## src/design/sfwdg_pkg.sv

```systemverilog
// Constants and types shared by the software fault watchdog design files
//
// Overview of operation
// [RULE1] The 7-bit count steps down once per 16384 clocks from a free-running prescaler.
// [RULE2] Software sets the timeout in 64 steps through the six low count bits.
// [RULE3] While active, a fall of the count from 40h to 3Fh starts a 30 us reset.
// [RULE4] The count keeps stepping down even while the watchdog is inactive.
// [RULE5] Software refreshes with a value from FFh down to C0h.
// [RULE6] Software rewrites the control register before the top count bit clears.
// [RULE7] Reset leaves the watchdog inactive; once active, only a reset deactivates it.
// [RULE8] Writing activate set with the top count bit clear forces a reset.
// [RULE9] A halt while active issues a reset instead of halting; the code does so only with the halt option set and oscillator interrupt off.
// [RULE10] Control writes never restart the prescaler, so the first step phase is unknown.
// [RULE11] Base timeout lies between (LSB+128)*64 and 16384 clocks; LSB follows timebase.
// [RULE12] Options exist for reset on halt and for an always-on hardware watchdog.
// [RULE13] With the hardware option the watchdog is always active, activate bit ignored.
// [RULE14] The control register resets to 7Fh.
// [RULE15] With oscillator interrupt enabled, halt stops the count until a wake event.
// [RULE16] The reset pulse is timed by a clock counter and released when it elapses.
`default_nettype none

package sfwdg_pkg;
    localparam int ADDR_W = 8;
    localparam int DATA_W = 32;
    localparam logic [ADDR_W-1:0] OFS_CTRL = 8'h00;
    localparam logic [ADDR_W-1:0] OFS_CFG = 8'h04;
    localparam logic [ADDR_W-1:0] OFS_STAT = 8'h08;

    localparam int ACT_BIT = 7;
    localparam int TOP_BIT = 6;
    localparam logic [7:0] CTRL_RST = 8'h7f;
    localparam logic [6:0] CNT_ROLL = 7'h40;

    localparam int CFG_HALT_OPT = 0;
    localparam int CFG_HW_WDOG = 1;
    localparam int CFG_OSC_IRQ = 2;
    localparam int CFG_TB_LO = 4;
    localparam logic [5:0] CFG_RST = 6'h00;

    localparam int PRESC_DIV_DEF = 16384;
    localparam int PRESC_W = 14;
    localparam int TMIN_OFS = 128;
    localparam int TMIN_DIV = 256;
    localparam logic [7:0] LSB_TB0 = 8'h3b;
    localparam logic [7:0] LSB_TB1 = 8'h35;
    localparam logic [7:0] LSB_TB2 = 8'h23;
    localparam logic [7:0] LSB_TB3 = 8'h36;

    localparam int CLK_PERIOD_NS = 100;
    localparam int RST_PULSE_US = 30;
    localparam int RST_CYC = (RST_PULSE_US * 1000) / CLK_PERIOD_NS;
    localparam int RST_CNT_W = 9;

    typedef struct packed {
        logic psel;
        logic penable;
        logic pwrite;
        logic [ADDR_W-1:0] paddr;
        logic [DATA_W-1:0] pwdata;
    } sfwdg_apb_req_t;

    typedef struct packed {
        logic [DATA_W-1:0] prdata;
        logic pready;
        logic pslverr;
    } sfwdg_apb_rsp_t;

    typedef enum logic [1:0] {ST_RUN, ST_HALT, ST_AHALT} sfwdg_state_t;
endpackage

`default_nettype wire

```

## src/design/sfwdg_prescaler.sv

```systemverilog
// Free-running prescaler giving a one-cycle step enable for the watchdog count
`default_nettype none

module sfwdg_prescaler #(
    parameter int DIV = 16384
) (
    input wire logic CORE_CLK,
    input wire logic SRST,
    output logic TICK
);
    localparam int W = $clog2(DIV);
    logic [W-1:0] cnt_reg;
    logic [W-1:0] cnt_next;
    logic wrap;
    logic tick_reg;

    // No clear input on purpose: register writes must not disturb the phase
    assign wrap = (cnt_reg == W'(DIV - 1));
    assign cnt_next = wrap ? '0 : cnt_reg + W'(1); // [RULE1] [RULE10]

    always_ff @(posedge CORE_CLK) begin
        if (SRST) begin
            cnt_reg <= '0;
            tick_reg <= 1'b0;
        end else begin
            cnt_reg <= cnt_next;
            tick_reg <= wrap;
        end
    end

    assign TICK = tick_reg;
endmodule

`default_nettype wire

```

## src/design/sfwdg_top.sv

```systemverilog
// Software fault watchdog with APB register access and timed reset output
//
// Decided for this implementation: the placing of the registers and register access over APB.
`default_nettype none

module sfwdg_top #(
    parameter int PRESC_DIV = sfwdg_pkg::PRESC_DIV_DEF
) (
    input wire logic CORE_CLK,
    input wire logic SRST,
    input wire sfwdg_pkg::sfwdg_apb_req_t APB_REQ,
    output var sfwdg_pkg::sfwdg_apb_rsp_t APB_RSP,
    input wire logic HALT_EXEC,
    input wire logic WAKE_IRQ,
    output logic WDOG_RST_N
);
    import sfwdg_pkg::*;

    sfwdg_apb_rsp_t rsp_reg;
    sfwdg_apb_rsp_t rsp_next;
    sfwdg_state_t state_reg;
    sfwdg_state_t state_next;

    logic act_reg;
    logic act_next;
    logic [6:0] cnt_reg;
    logic [6:0] cnt_next;
    logic [6:0] cnt_dec;
    logic halt_opt_reg;
    logic hw_reg;
    logic oie_reg;
    logic [1:0] tb_reg;
    logic [PRESC_W-1:0] since_reg;
    logic [PRESC_W-1:0] since_next;
    logic [PRESC_W-1:0] tmin0;
    logic defer_reg;
    logic defer_next;
    logic [RST_CNT_W-1:0] rst_cnt_reg;
    logic [RST_CNT_W-1:0] rst_cnt_next;
    logic rst_n_reg;
    logic wake_s1_reg;
    logic wake_s2_reg;

    logic tick;
    logic setup;
    logic xfer_done;
    logic sel_ctrl;
    logic sel_cfg;
    logic sel_stat;
    logic hit;
    logic wr_ctrl;
    logic wr_cfg;
    logic [DATA_W-1:0] rd_data;
    logic [DATA_W-1:0] cfg_word;
    logic [DATA_W-1:0] stat_word;
    logic [7:0] lsb_val;
    logic act_eff;
    logic run;
    logic early;
    logic dec_en;
    logic busy;
    logic tmo_trig;
    logic sw_trig;
    logic halt_trig;
    logic fire;

    sfwdg_prescaler #(
        .DIV(PRESC_DIV)
    ) u_presc (
        .CORE_CLK(CORE_CLK),
        .SRST(SRST),
        .TICK(tick)
    );

    // APB slave: one wait-free access phase, answer prepared in the setup cycle
    assign setup = APB_REQ.psel && !APB_REQ.penable;
    assign xfer_done = APB_REQ.psel && APB_REQ.penable && rsp_reg.pready;
    assign sel_ctrl = (APB_REQ.paddr == OFS_CTRL);
    assign sel_cfg = (APB_REQ.paddr == OFS_CFG);
    assign sel_stat = (APB_REQ.paddr == OFS_STAT);
    assign hit = sel_ctrl || sel_cfg || sel_stat;
    assign wr_ctrl = xfer_done && APB_REQ.pwrite && sel_ctrl;
    assign wr_cfg = xfer_done && APB_REQ.pwrite && sel_cfg;

    assign cfg_word = {26'h0, tb_reg, 1'b0, oie_reg, hw_reg, halt_opt_reg};
    assign stat_word = {27'h0, defer_reg, state_reg == ST_AHALT, state_reg == ST_HALT,
                        busy, act_eff};
    assign rd_data = sel_ctrl ? {24'h0, act_reg, cnt_reg} :
                     sel_cfg ? cfg_word :
                     sel_stat ? stat_word : 32'h0;

    assign rsp_next.pready = setup;
    assign rsp_next.prdata = (setup && !APB_REQ.pwrite) ? rd_data : 32'h0;
    assign rsp_next.pslverr = setup && !hit;

    // Activation is sticky; the hardware option overrides the bit entirely
    assign act_next = act_reg || (wr_ctrl && APB_REQ.pwdata[ACT_BIT]); // [RULE7]
    assign act_eff = act_reg || hw_reg; // [RULE13]

    // Shortest base timeout depends on the timebase selection
    assign lsb_val = (tb_reg == 2'h0) ? LSB_TB0 :
                     (tb_reg == 2'h1) ? LSB_TB1 :
                     (tb_reg == 2'h2) ? LSB_TB2 : LSB_TB3;
    assign tmin0 = PRESC_W'((int'(lsb_val) + TMIN_OFS) * PRESC_DIV / TMIN_DIV); // [RULE11]

    // A step that lands too soon after a write is held back until tmin0 has passed
    assign since_next = wr_ctrl ? '0 :
                        (&since_reg) ? since_reg : since_reg + PRESC_W'(1);
    assign early = (since_reg < tmin0); // [RULE11]
    assign run = (state_reg == ST_RUN);
    assign dec_en = run && !early && (tick || defer_reg); // [RULE1] [RULE4] [RULE15]
    assign defer_next = wr_ctrl ? 1'b0 :
                        (tick && early && run) ? 1'b1 :
                        dec_en ? 1'b0 : defer_reg;

    // Count runs whether or not the watchdog is active
    assign cnt_dec = cnt_reg - 7'h01;
    assign cnt_next = wr_ctrl ? APB_REQ.pwdata[6:0] : // [RULE2]
                      dec_en ? cnt_dec : cnt_reg; // [RULE4]

    // Reset sources
    assign tmo_trig = act_eff && dec_en && (cnt_reg == CNT_ROLL); // [RULE3]
    assign sw_trig = wr_ctrl && !APB_REQ.pwdata[TOP_BIT] &&
                     (APB_REQ.pwdata[ACT_BIT] || act_eff); // [RULE8]
    assign halt_trig = HALT_EXEC && run && act_eff && !oie_reg && halt_opt_reg; // [RULE9] [RULE12]
    assign busy = (rst_cnt_reg != '0);
    // A new source during a running pulse is absorbed; the pulse is not stretched
    assign fire = (tmo_trig || sw_trig || halt_trig) && !busy;
    assign rst_cnt_next = fire ? RST_CNT_W'(RST_CYC) : // [RULE16]
                          busy ? rst_cnt_reg - RST_CNT_W'(1) : '0;

    // Halt handling; wake comes from a pin and is synchronised first
    always_comb begin
        state_next = state_reg;
        case (state_reg)
            ST_RUN: begin
                if (HALT_EXEC && oie_reg) begin
                    state_next = ST_AHALT; // [RULE15]
                end else if (HALT_EXEC && !halt_trig) begin
                    state_next = ST_HALT;
                end
            end
            ST_HALT, ST_AHALT: begin
                if (wake_s2_reg) begin
                    state_next = ST_RUN; // [RULE15]
                end
            end
            default: begin
                state_next = ST_RUN;
            end
        endcase
    end

    always_ff @(posedge CORE_CLK) begin
        if (SRST) begin
            rsp_reg <= '0;
        end else begin
            rsp_reg <= rsp_next;
        end
    end

    always_ff @(posedge CORE_CLK) begin
        if (SRST) begin
            act_reg <= CTRL_RST[ACT_BIT]; // [RULE14]
            cnt_reg <= CTRL_RST[6:0]; // [RULE14]
            since_reg <= '1;
            defer_reg <= 1'b0;
        end else begin
            act_reg <= act_next;
            cnt_reg <= cnt_next;
            since_reg <= since_next;
            defer_reg <= defer_next;
        end
    end

    always_ff @(posedge CORE_CLK) begin
        if (SRST) begin
            halt_opt_reg <= CFG_RST[CFG_HALT_OPT];
            hw_reg <= CFG_RST[CFG_HW_WDOG];
            oie_reg <= CFG_RST[CFG_OSC_IRQ];
            tb_reg <= CFG_RST[CFG_TB_LO+1:CFG_TB_LO];
        end else if (wr_cfg) begin
            halt_opt_reg <= APB_REQ.pwdata[CFG_HALT_OPT]; // [RULE12]
            hw_reg <= hw_reg || APB_REQ.pwdata[CFG_HW_WDOG]; // [RULE12]
            oie_reg <= APB_REQ.pwdata[CFG_OSC_IRQ];
            tb_reg <= APB_REQ.pwdata[CFG_TB_LO+1:CFG_TB_LO];
        end
    end

    always_ff @(posedge CORE_CLK) begin
        if (SRST) begin
            state_reg <= ST_RUN;
            wake_s1_reg <= 1'b0;
            wake_s2_reg <= 1'b0;
        end else begin
            state_reg <= state_next;
            wake_s1_reg <= WAKE_IRQ;
            wake_s2_reg <= wake_s1_reg;
        end
    end

    always_ff @(posedge CORE_CLK) begin
        if (SRST) begin
            rst_cnt_reg <= '0;
            rst_n_reg <= 1'b1;
        end else begin
            rst_cnt_reg <= rst_cnt_next;
            rst_n_reg <= (rst_cnt_next == '0); // [RULE3] [RULE16]
        end
    end

    assign APB_RSP = rsp_reg;
    assign WDOG_RST_N = rst_n_reg;

    // Checks
    logic [RST_CNT_W-1:0] low_len;

    always_ff @(posedge CORE_CLK) begin
        if (SRST || rst_n_reg) begin
            low_len <= '0;
        end else begin
            low_len <= low_len + RST_CNT_W'(1);
        end
    end
endmodule

`default_nettype wire

```

## config.mk

```make
export PLATFORM = sky130hd
export DESIGN_NAME = sfwdg_top
export DESIGN_NICKNAME = d
export VERILOG_FILES = /design/src/design/sfwdg_pkg.sv /design/src/design/sfwdg_prescaler.sv /design/src/design/sfwdg_top.sv
export SDC_FILE = /design/constraint.sdc
export NUM_CORES = 1
export LEC_CHECK = 0
export BUFFER_PORTS_ARGS = -buffer_cell sky130_fd_sc_hd__buf_2
export CAP_MARGIN = 0
export CORE_MARGIN = 10
export CORE_UTILIZATION = 54
export CTS_CLUSTER_SIZE = 14
export DETAILED_ROUTE_END_ITERATION = 7
export GPL_ROUTABILITY_DRIVEN = 0
export PLACE_DENSITY_LB_ADDON = 0.3
export SLEW_MARGIN = 40
export SYNTH_ARGS = -nofsm -noshare
export SYNTH_HDL_FRONTEND = slang
export SYNTH_SLANG_ARGS = --single-unit
```

## constraint.sdc

```tcl
create_clock -name CORE_CLK -period 3 [get_ports CORE_CLK]
set_input_delay 0.6 -clock CORE_CLK [delete_from_list [all_inputs] [get_ports CORE_CLK]]
set_output_delay 0.6 -clock CORE_CLK [all_outputs]
set_load 0.05 [all_outputs]
```

* Word-level counts from Yosys, hierarchy flattened
Cells that the tools add are included.
Operators by class: $lt $le $gt $ge 1, muxes and demuxes 18, shifts and indexed selects 0, divide/modulo/power cells 0, add/sub/neg operators 5, equal/unequal tests 11, reductions and logical operators 55, $mul 0, bitwise logic cells 1
Operators with widths (number):
- adder 14 x 1 -> 14 bit, second input constant | 2
- 2-to-1 mux 14 bit | 2
- logical AND 1 bit | 24
- 2-to-1 mux 5 bit | 4
- 2-to-1 mux 9 bit | 2
- equality test 14 bit, second input constant | 1
- < comparator 14 bit | 1
- 2-to-1 mux 7 bit | 2
- AND reduction 14 bit | 1
- logical NOT 9 bit | 1
- logical OR 1 bit | 9
- nonzero test 9 bit | 1
- subtractor 9 x 1 -> 9 bit, second input constant | 1
- adder 6 x 8 -> 8 bit, second input constant | 1
- equality test 8 x 3 -> 1 bit, second input constant | 1
- equality test 8 x 4 -> 1 bit, second input constant | 1
- logical NOT 1 bit | 8
- logical NOT 8 bit | 1
- 2-to-1 mux 8 bit | 1
- OR reduction 2 bit | 4
- equality test 7 bit, second input constant | 1
- subtractor 7 x 1 -> 7 bit, second input constant | 1
- 2-to-1 mux 2 bit | 3
- 2-to-1 mux 6 bit | 1
- 11 further kinds | 17
Storage, ports and cells: word-level logic and storage cells 110, input port bits 47, bits in registers 91, memory bits (read-only) 0, bits in latches 0, memories kept 0, memory bits (writable) 0

* Depth between registers and ports, before layout
depth in word-level cells 16, gate-level depth with buffers 8

* By module
A second synthesis with hierarchy kept.
Second synthesis, totals: cell total of the unflattened synthesis 393, area, all modules 3487.1 um^2
By module, submodules not included:
- sfwdg_top | cells an instance 327, instances 1, sequential area each 1041.0 um^2, area each 2824.0 um^2
- sfwdg_prescaler | cells an instance 66, instances 1, sequential area each 300.3 um^2, area each 663.1 um^2

* Least setup slack after synthesis
Ideal clock, no wire load.
path type flip-flop to flip-flop, start register tb_reg[0], end register cnt_reg[1], slack 0.913 ns, buffers on the path 0, cell stages (with the launch flop) 8, data arrival time 2.013 ns, cell sequence dfxtp_1 -> or2_2 -> ha_1 -> a21oi_1 -> o22ai_1 -> o21bai_1 -> mux2_2 -> o21ai_0
On the way: cells in the longest elaborated chain, start to end 10, elaborated cells on any way between the ends 12, classes of those cells add/sub: 1; order compare: 1; eq/ne: 2; mux: 3; reduce/logical: 5
RTL lines:
- start, declared | line sfwdg_top.sv:32 | logic [1:0] tb_reg;
- start signal, assigned | line sfwdg_top.sv:181 | tb_reg <= CFG_RST[CFG_TB_LO+1:CFG_TB_LO];
- start signal, assigned | line sfwdg_top.sv:186 | tb_reg <= APB_REQ.pwdata[CFG_TB_LO+1:CFG_TB_LO];
- equality test 2 bit | line sfwdg_top.sv:103 | (tb_reg == 2'h2) ? LSB_TB2 : LSB_TB3;
- 2-to-1 mux 5 bit | line sfwdg_top.sv:103
- 2-to-1 mux 5 bit | line sfwdg_top.sv:102 | (tb_reg == 2'h1) ? LSB_TB1 :
- 2-to-1 mux 5 bit (*) | line sfwdg_top.sv:101 | assign lsb_val = (tb_reg == 2'h0) ? LSB_TB0 :
- adder 6 x 8 -> 8 bit (*) | line sfwdg_top.sv:104 | assign tmin0 = PRESC_W'((int'(lsb_val) + TMIN_OFS) * PRESC_DIV / TMIN_DIV);
- < comparator 14 bit (*) | line sfwdg_top.sv:109 | assign early = (since_reg < tmin0);
- logical NOT 1 bit (*) | line sfwdg_top.sv:111 | assign dec_en = run && !early && (tick || defer_reg);
- logical AND 1 bit (*) (2 in series) | line sfwdg_top.sv:111
- nonzero test 2 bit (no line) (*)
- end signal, assigned | line sfwdg_top.sv:165 | cnt_reg <= CTRL_RST[6:0];
- end signal, assigned | line sfwdg_top.sv:170 | cnt_reg <= cnt_next;
- end, declared | line sfwdg_top.sv:26 | logic [6:0] cnt_reg;
Every way passes the cells marked *; elsewhere a longest branch is shown, timed or not. A chain may end at the register's enable or synchronous reset.

* Worst setup path in the final report
Ends and elaborated chain as after synthesis.

==> run metrics <==
switching power of the nets 1.05 mW; setup ws final 0.588 ns; Hold WC Path Type flop to flop; Sw Ratio 35.6%; Final ANT Viol Nets 0; P_int 1.90 mW; area delta synth->final 9.74%; Nets 489; register area share after synthesis 38.7%; CP Launch Type flop; total global routing overflow 0; Final Cycle Share 80.4%; Cells after Synth 401; Worst EP required 3.27 ns; Post-Synth Adder-Cell Area 3.97%; layout cells sized above 1 14.0%; main combinational cell family by area after synthesis simple AND/OR/NAND/NOR gates; Rows 29; clock-pin transition on the worst setup and hold timing paths 0.07 ns; Synth Cell Area 0.00347 sq mm; root buf cell clkbuf_8; RSZ-0062 raised after global routing no; I/O pins 82; Avg Inst Size Synth 8.65 sq um; Setup Fix Bufs, Post-CTS 0; Pwr Density 775 mW/mm^2; global-route wire length before repair 12300 microns; DP Area 0.00359 sq mm; Worst Path Max Fanout 9; Yosys warning total 0; Compound-Gate Fraction of Synth Area 12.9%; mux share of post-synthesis cell area 4.08%; Post-synth EDFFs 0; Setup violations, final 0; Seq pwr share 38.0%; DIE AREA 0.0100 sq mm; Tmin final 2.41 ns; Final Skew 0.00681 ns; CP arrival 2.68 ns; clk buf depth 2; DRT Pass-1 Iters 4; peak supply drop 0.000482 V; static leakage 1.65 nW; DR DRC count 0; post-CTS sizing 0; Post-synth top flop dfxtp_1; Final Instance Area 0.00380 sq mm; hold buffer count at cts 0; vias per cell 5.46; vias in the first global route 2742; via count 2801; Die Wd 100 microns; GRT Total Usage 14.5%; Clock Latency Late Sink 0.33 ns; Simple-Gate Fraction of Synth Area 25.4%; Chip Height 100 microns; slew of the pin with the lowest slew margin 0.678 ns; Slew headroom 54.7%; xor-xnor portion of the synthesized cell area 6.06%; clock power share 27.6%; Synth Register Bits 67; largest net degree at the start of global routing 62; Post-Route WL 7140 microns; Final HPWL DP 5200 microns; Setup TNS 0 ns; total CTS buffers 9; Logic pwr share 34.3%; CP Capture Type flop; n_diodes 0; port bufs 33; Final Hold Vio Count 0; area of the core 0.00628 sq mm; FFs w/ async S/R, synth 0%; Placement Setup Slack 0.576 ns; total chip power 2.95 mW; highest clock rate 0.415 GHz; Initial DRC Count 101; initial antenna violation count 0; max_cap viols 0; initial core utilization 55.2%; distinct cell type count after synthesis 52; CTS tree built; H-tree Lvls 3; Pins Over Slew Limit 0; Crit Path Class flop to flop; TritonCTS Sinks 67; WL per Instance 13.9 microns; status finished, final reports clean
cell usage in the layout, fill, tap and decap left out, types with 10 or more instances in the layout:
| cell type | count |
|---|---|
| inv_1 | 14 |
| xnor2_1 | 10 |
| clkbuf_8 | 10 |
| dfxtp_1 | 67 |
| nor2_1 | 49 |
| buf_2 | 33 |
| xor2_1 | 14 |
| mux2i_1 | 13 |
| o21bai_1 | 14 |
| nor3_1 | 18 |
| nand3_1 | 12 |
| nand2_1 | 21 |
| ha_1 | 11 |
| a21oi_1 | 18 |
| conb_1 | 24 |
layer usage:
layer | routed length (microns) | up-vias | track usage, %
met5 | 0 | - | 0
met1 | 3090 | 1314 | 16.1
met4 | 85 | 0 | 5.00
li1 | - | 1423 | -
met2 | 3480 | 56 | 24.4
met3 | 488 | 8 | 5.84
power by group through the flow:
stage	Clock [mW]	Combinational, mW	Sequential, mW
after CTS	0.842	1.01	1.12
final	0.815	1.01	1.12
after floorplan	0	0.871	1.14
after global placement	0	0.988	1.13
after detailed placement	0	1.01	1.14
after global routing	0.873	1.14	1.14
synthesized netlist by cell type (4+ instances only):
library cell / n / area (sq um)
xnor2_1: 10 / 87.6
nor4b_1: 5 / 43.8
buf_4: 24 / 180
a21oi_1: 18 / 90.1
a211oi_1: 7 / 52.6
nor3_1: 18 / 90.1
dfxtp_1: 67 / 1340
mux2i_1: 13 / 130
or3_1: 4 / 25.0
nor4_1: 9 / 56.3
nor2_1: 49 / 184
inv_1: 14 / 52.6
nand2_1: 21 / 78.8
o31ai_1: 4 / 30.0
clkbuf_1: 10 / 37.5
nor2b_1: 5 / 31.3
nand2b_1: 6 / 37.5
o21bai_1: 14 / 105
nand3_1: 12 / 60.1
o21ai_0: 9 / 45.0
nand4_1: 7 / 43.8
and3_1: 4 / 25.0
ha_1: 11 / 138
xor2_1: 14 / 123
area by class of cell:
| type | instances | area [sq um] |
|---|---|---|
| Fill cell | 567 | 2470 |
| Multi-Input combinational cell | 303 | 1910 |
| Sequential cell | 67 | 1340 |
| Timing Repair Buffer | 36 | 188 |
| Clock buffer | 12 | 145 |
| Tap cell | 77 | 96.3 |
| Clock inverter | 4 | 73.8 |
| Inverter | 14 | 52.6 |
final timing paths:
path                                                end  slack (ns)  cells past startpoint                    from
worst max-delay path            cnt_reg[1]$_SDFFE_PP1P_        0.59                      7  tb_reg[0]$_SDFFE_PP0P_
worst min-delay path             wake_s2_reg$_SDFF_PP0_        0.45                      1  wake_s1_reg$_SDFF_PP0_
worst max register to register  cnt_reg[1]$_SDFFE_PP1P_        0.59                      7  tb_reg[0]$_SDFFE_PP0P_
worst min register to register   wake_s2_reg$_SDFF_PP0_        0.45                      1  wake_s1_reg$_SDFF_PP0_
cells by family (layout without fill, tap and decap cells):
family,count (synthesis),count (layout)
xor+xnor,24,24
compound gates,69,69
other cells,1,24
buf+inv,54,66
mux,14,14
flops,67,67
fa+ha+maj,11,11
simple gates,161,161
metrics by stage:
step                      instances  util [%]  hold WS (ns)
after floorplan                 424         -         0.414
after global placement          497      57.1         0.442
after detailed placement        497      57.1         0.441
after CTS                       513      60.6         0.449
after global routing            513      60.6         0.464
final                           513      60.6         0.446
worst max-delay path: stages, from the launching register on:
cell and delay [ns]:
dfxtp_1 0.37, or2_2 0.31, ha_1 0.29, a21oi_1 0.15, o22ai_1 0.13, o21bai_1 0.57, mux2_2 0.40, o21ai_0 0.12
Power figures use the tool's default switching activity.
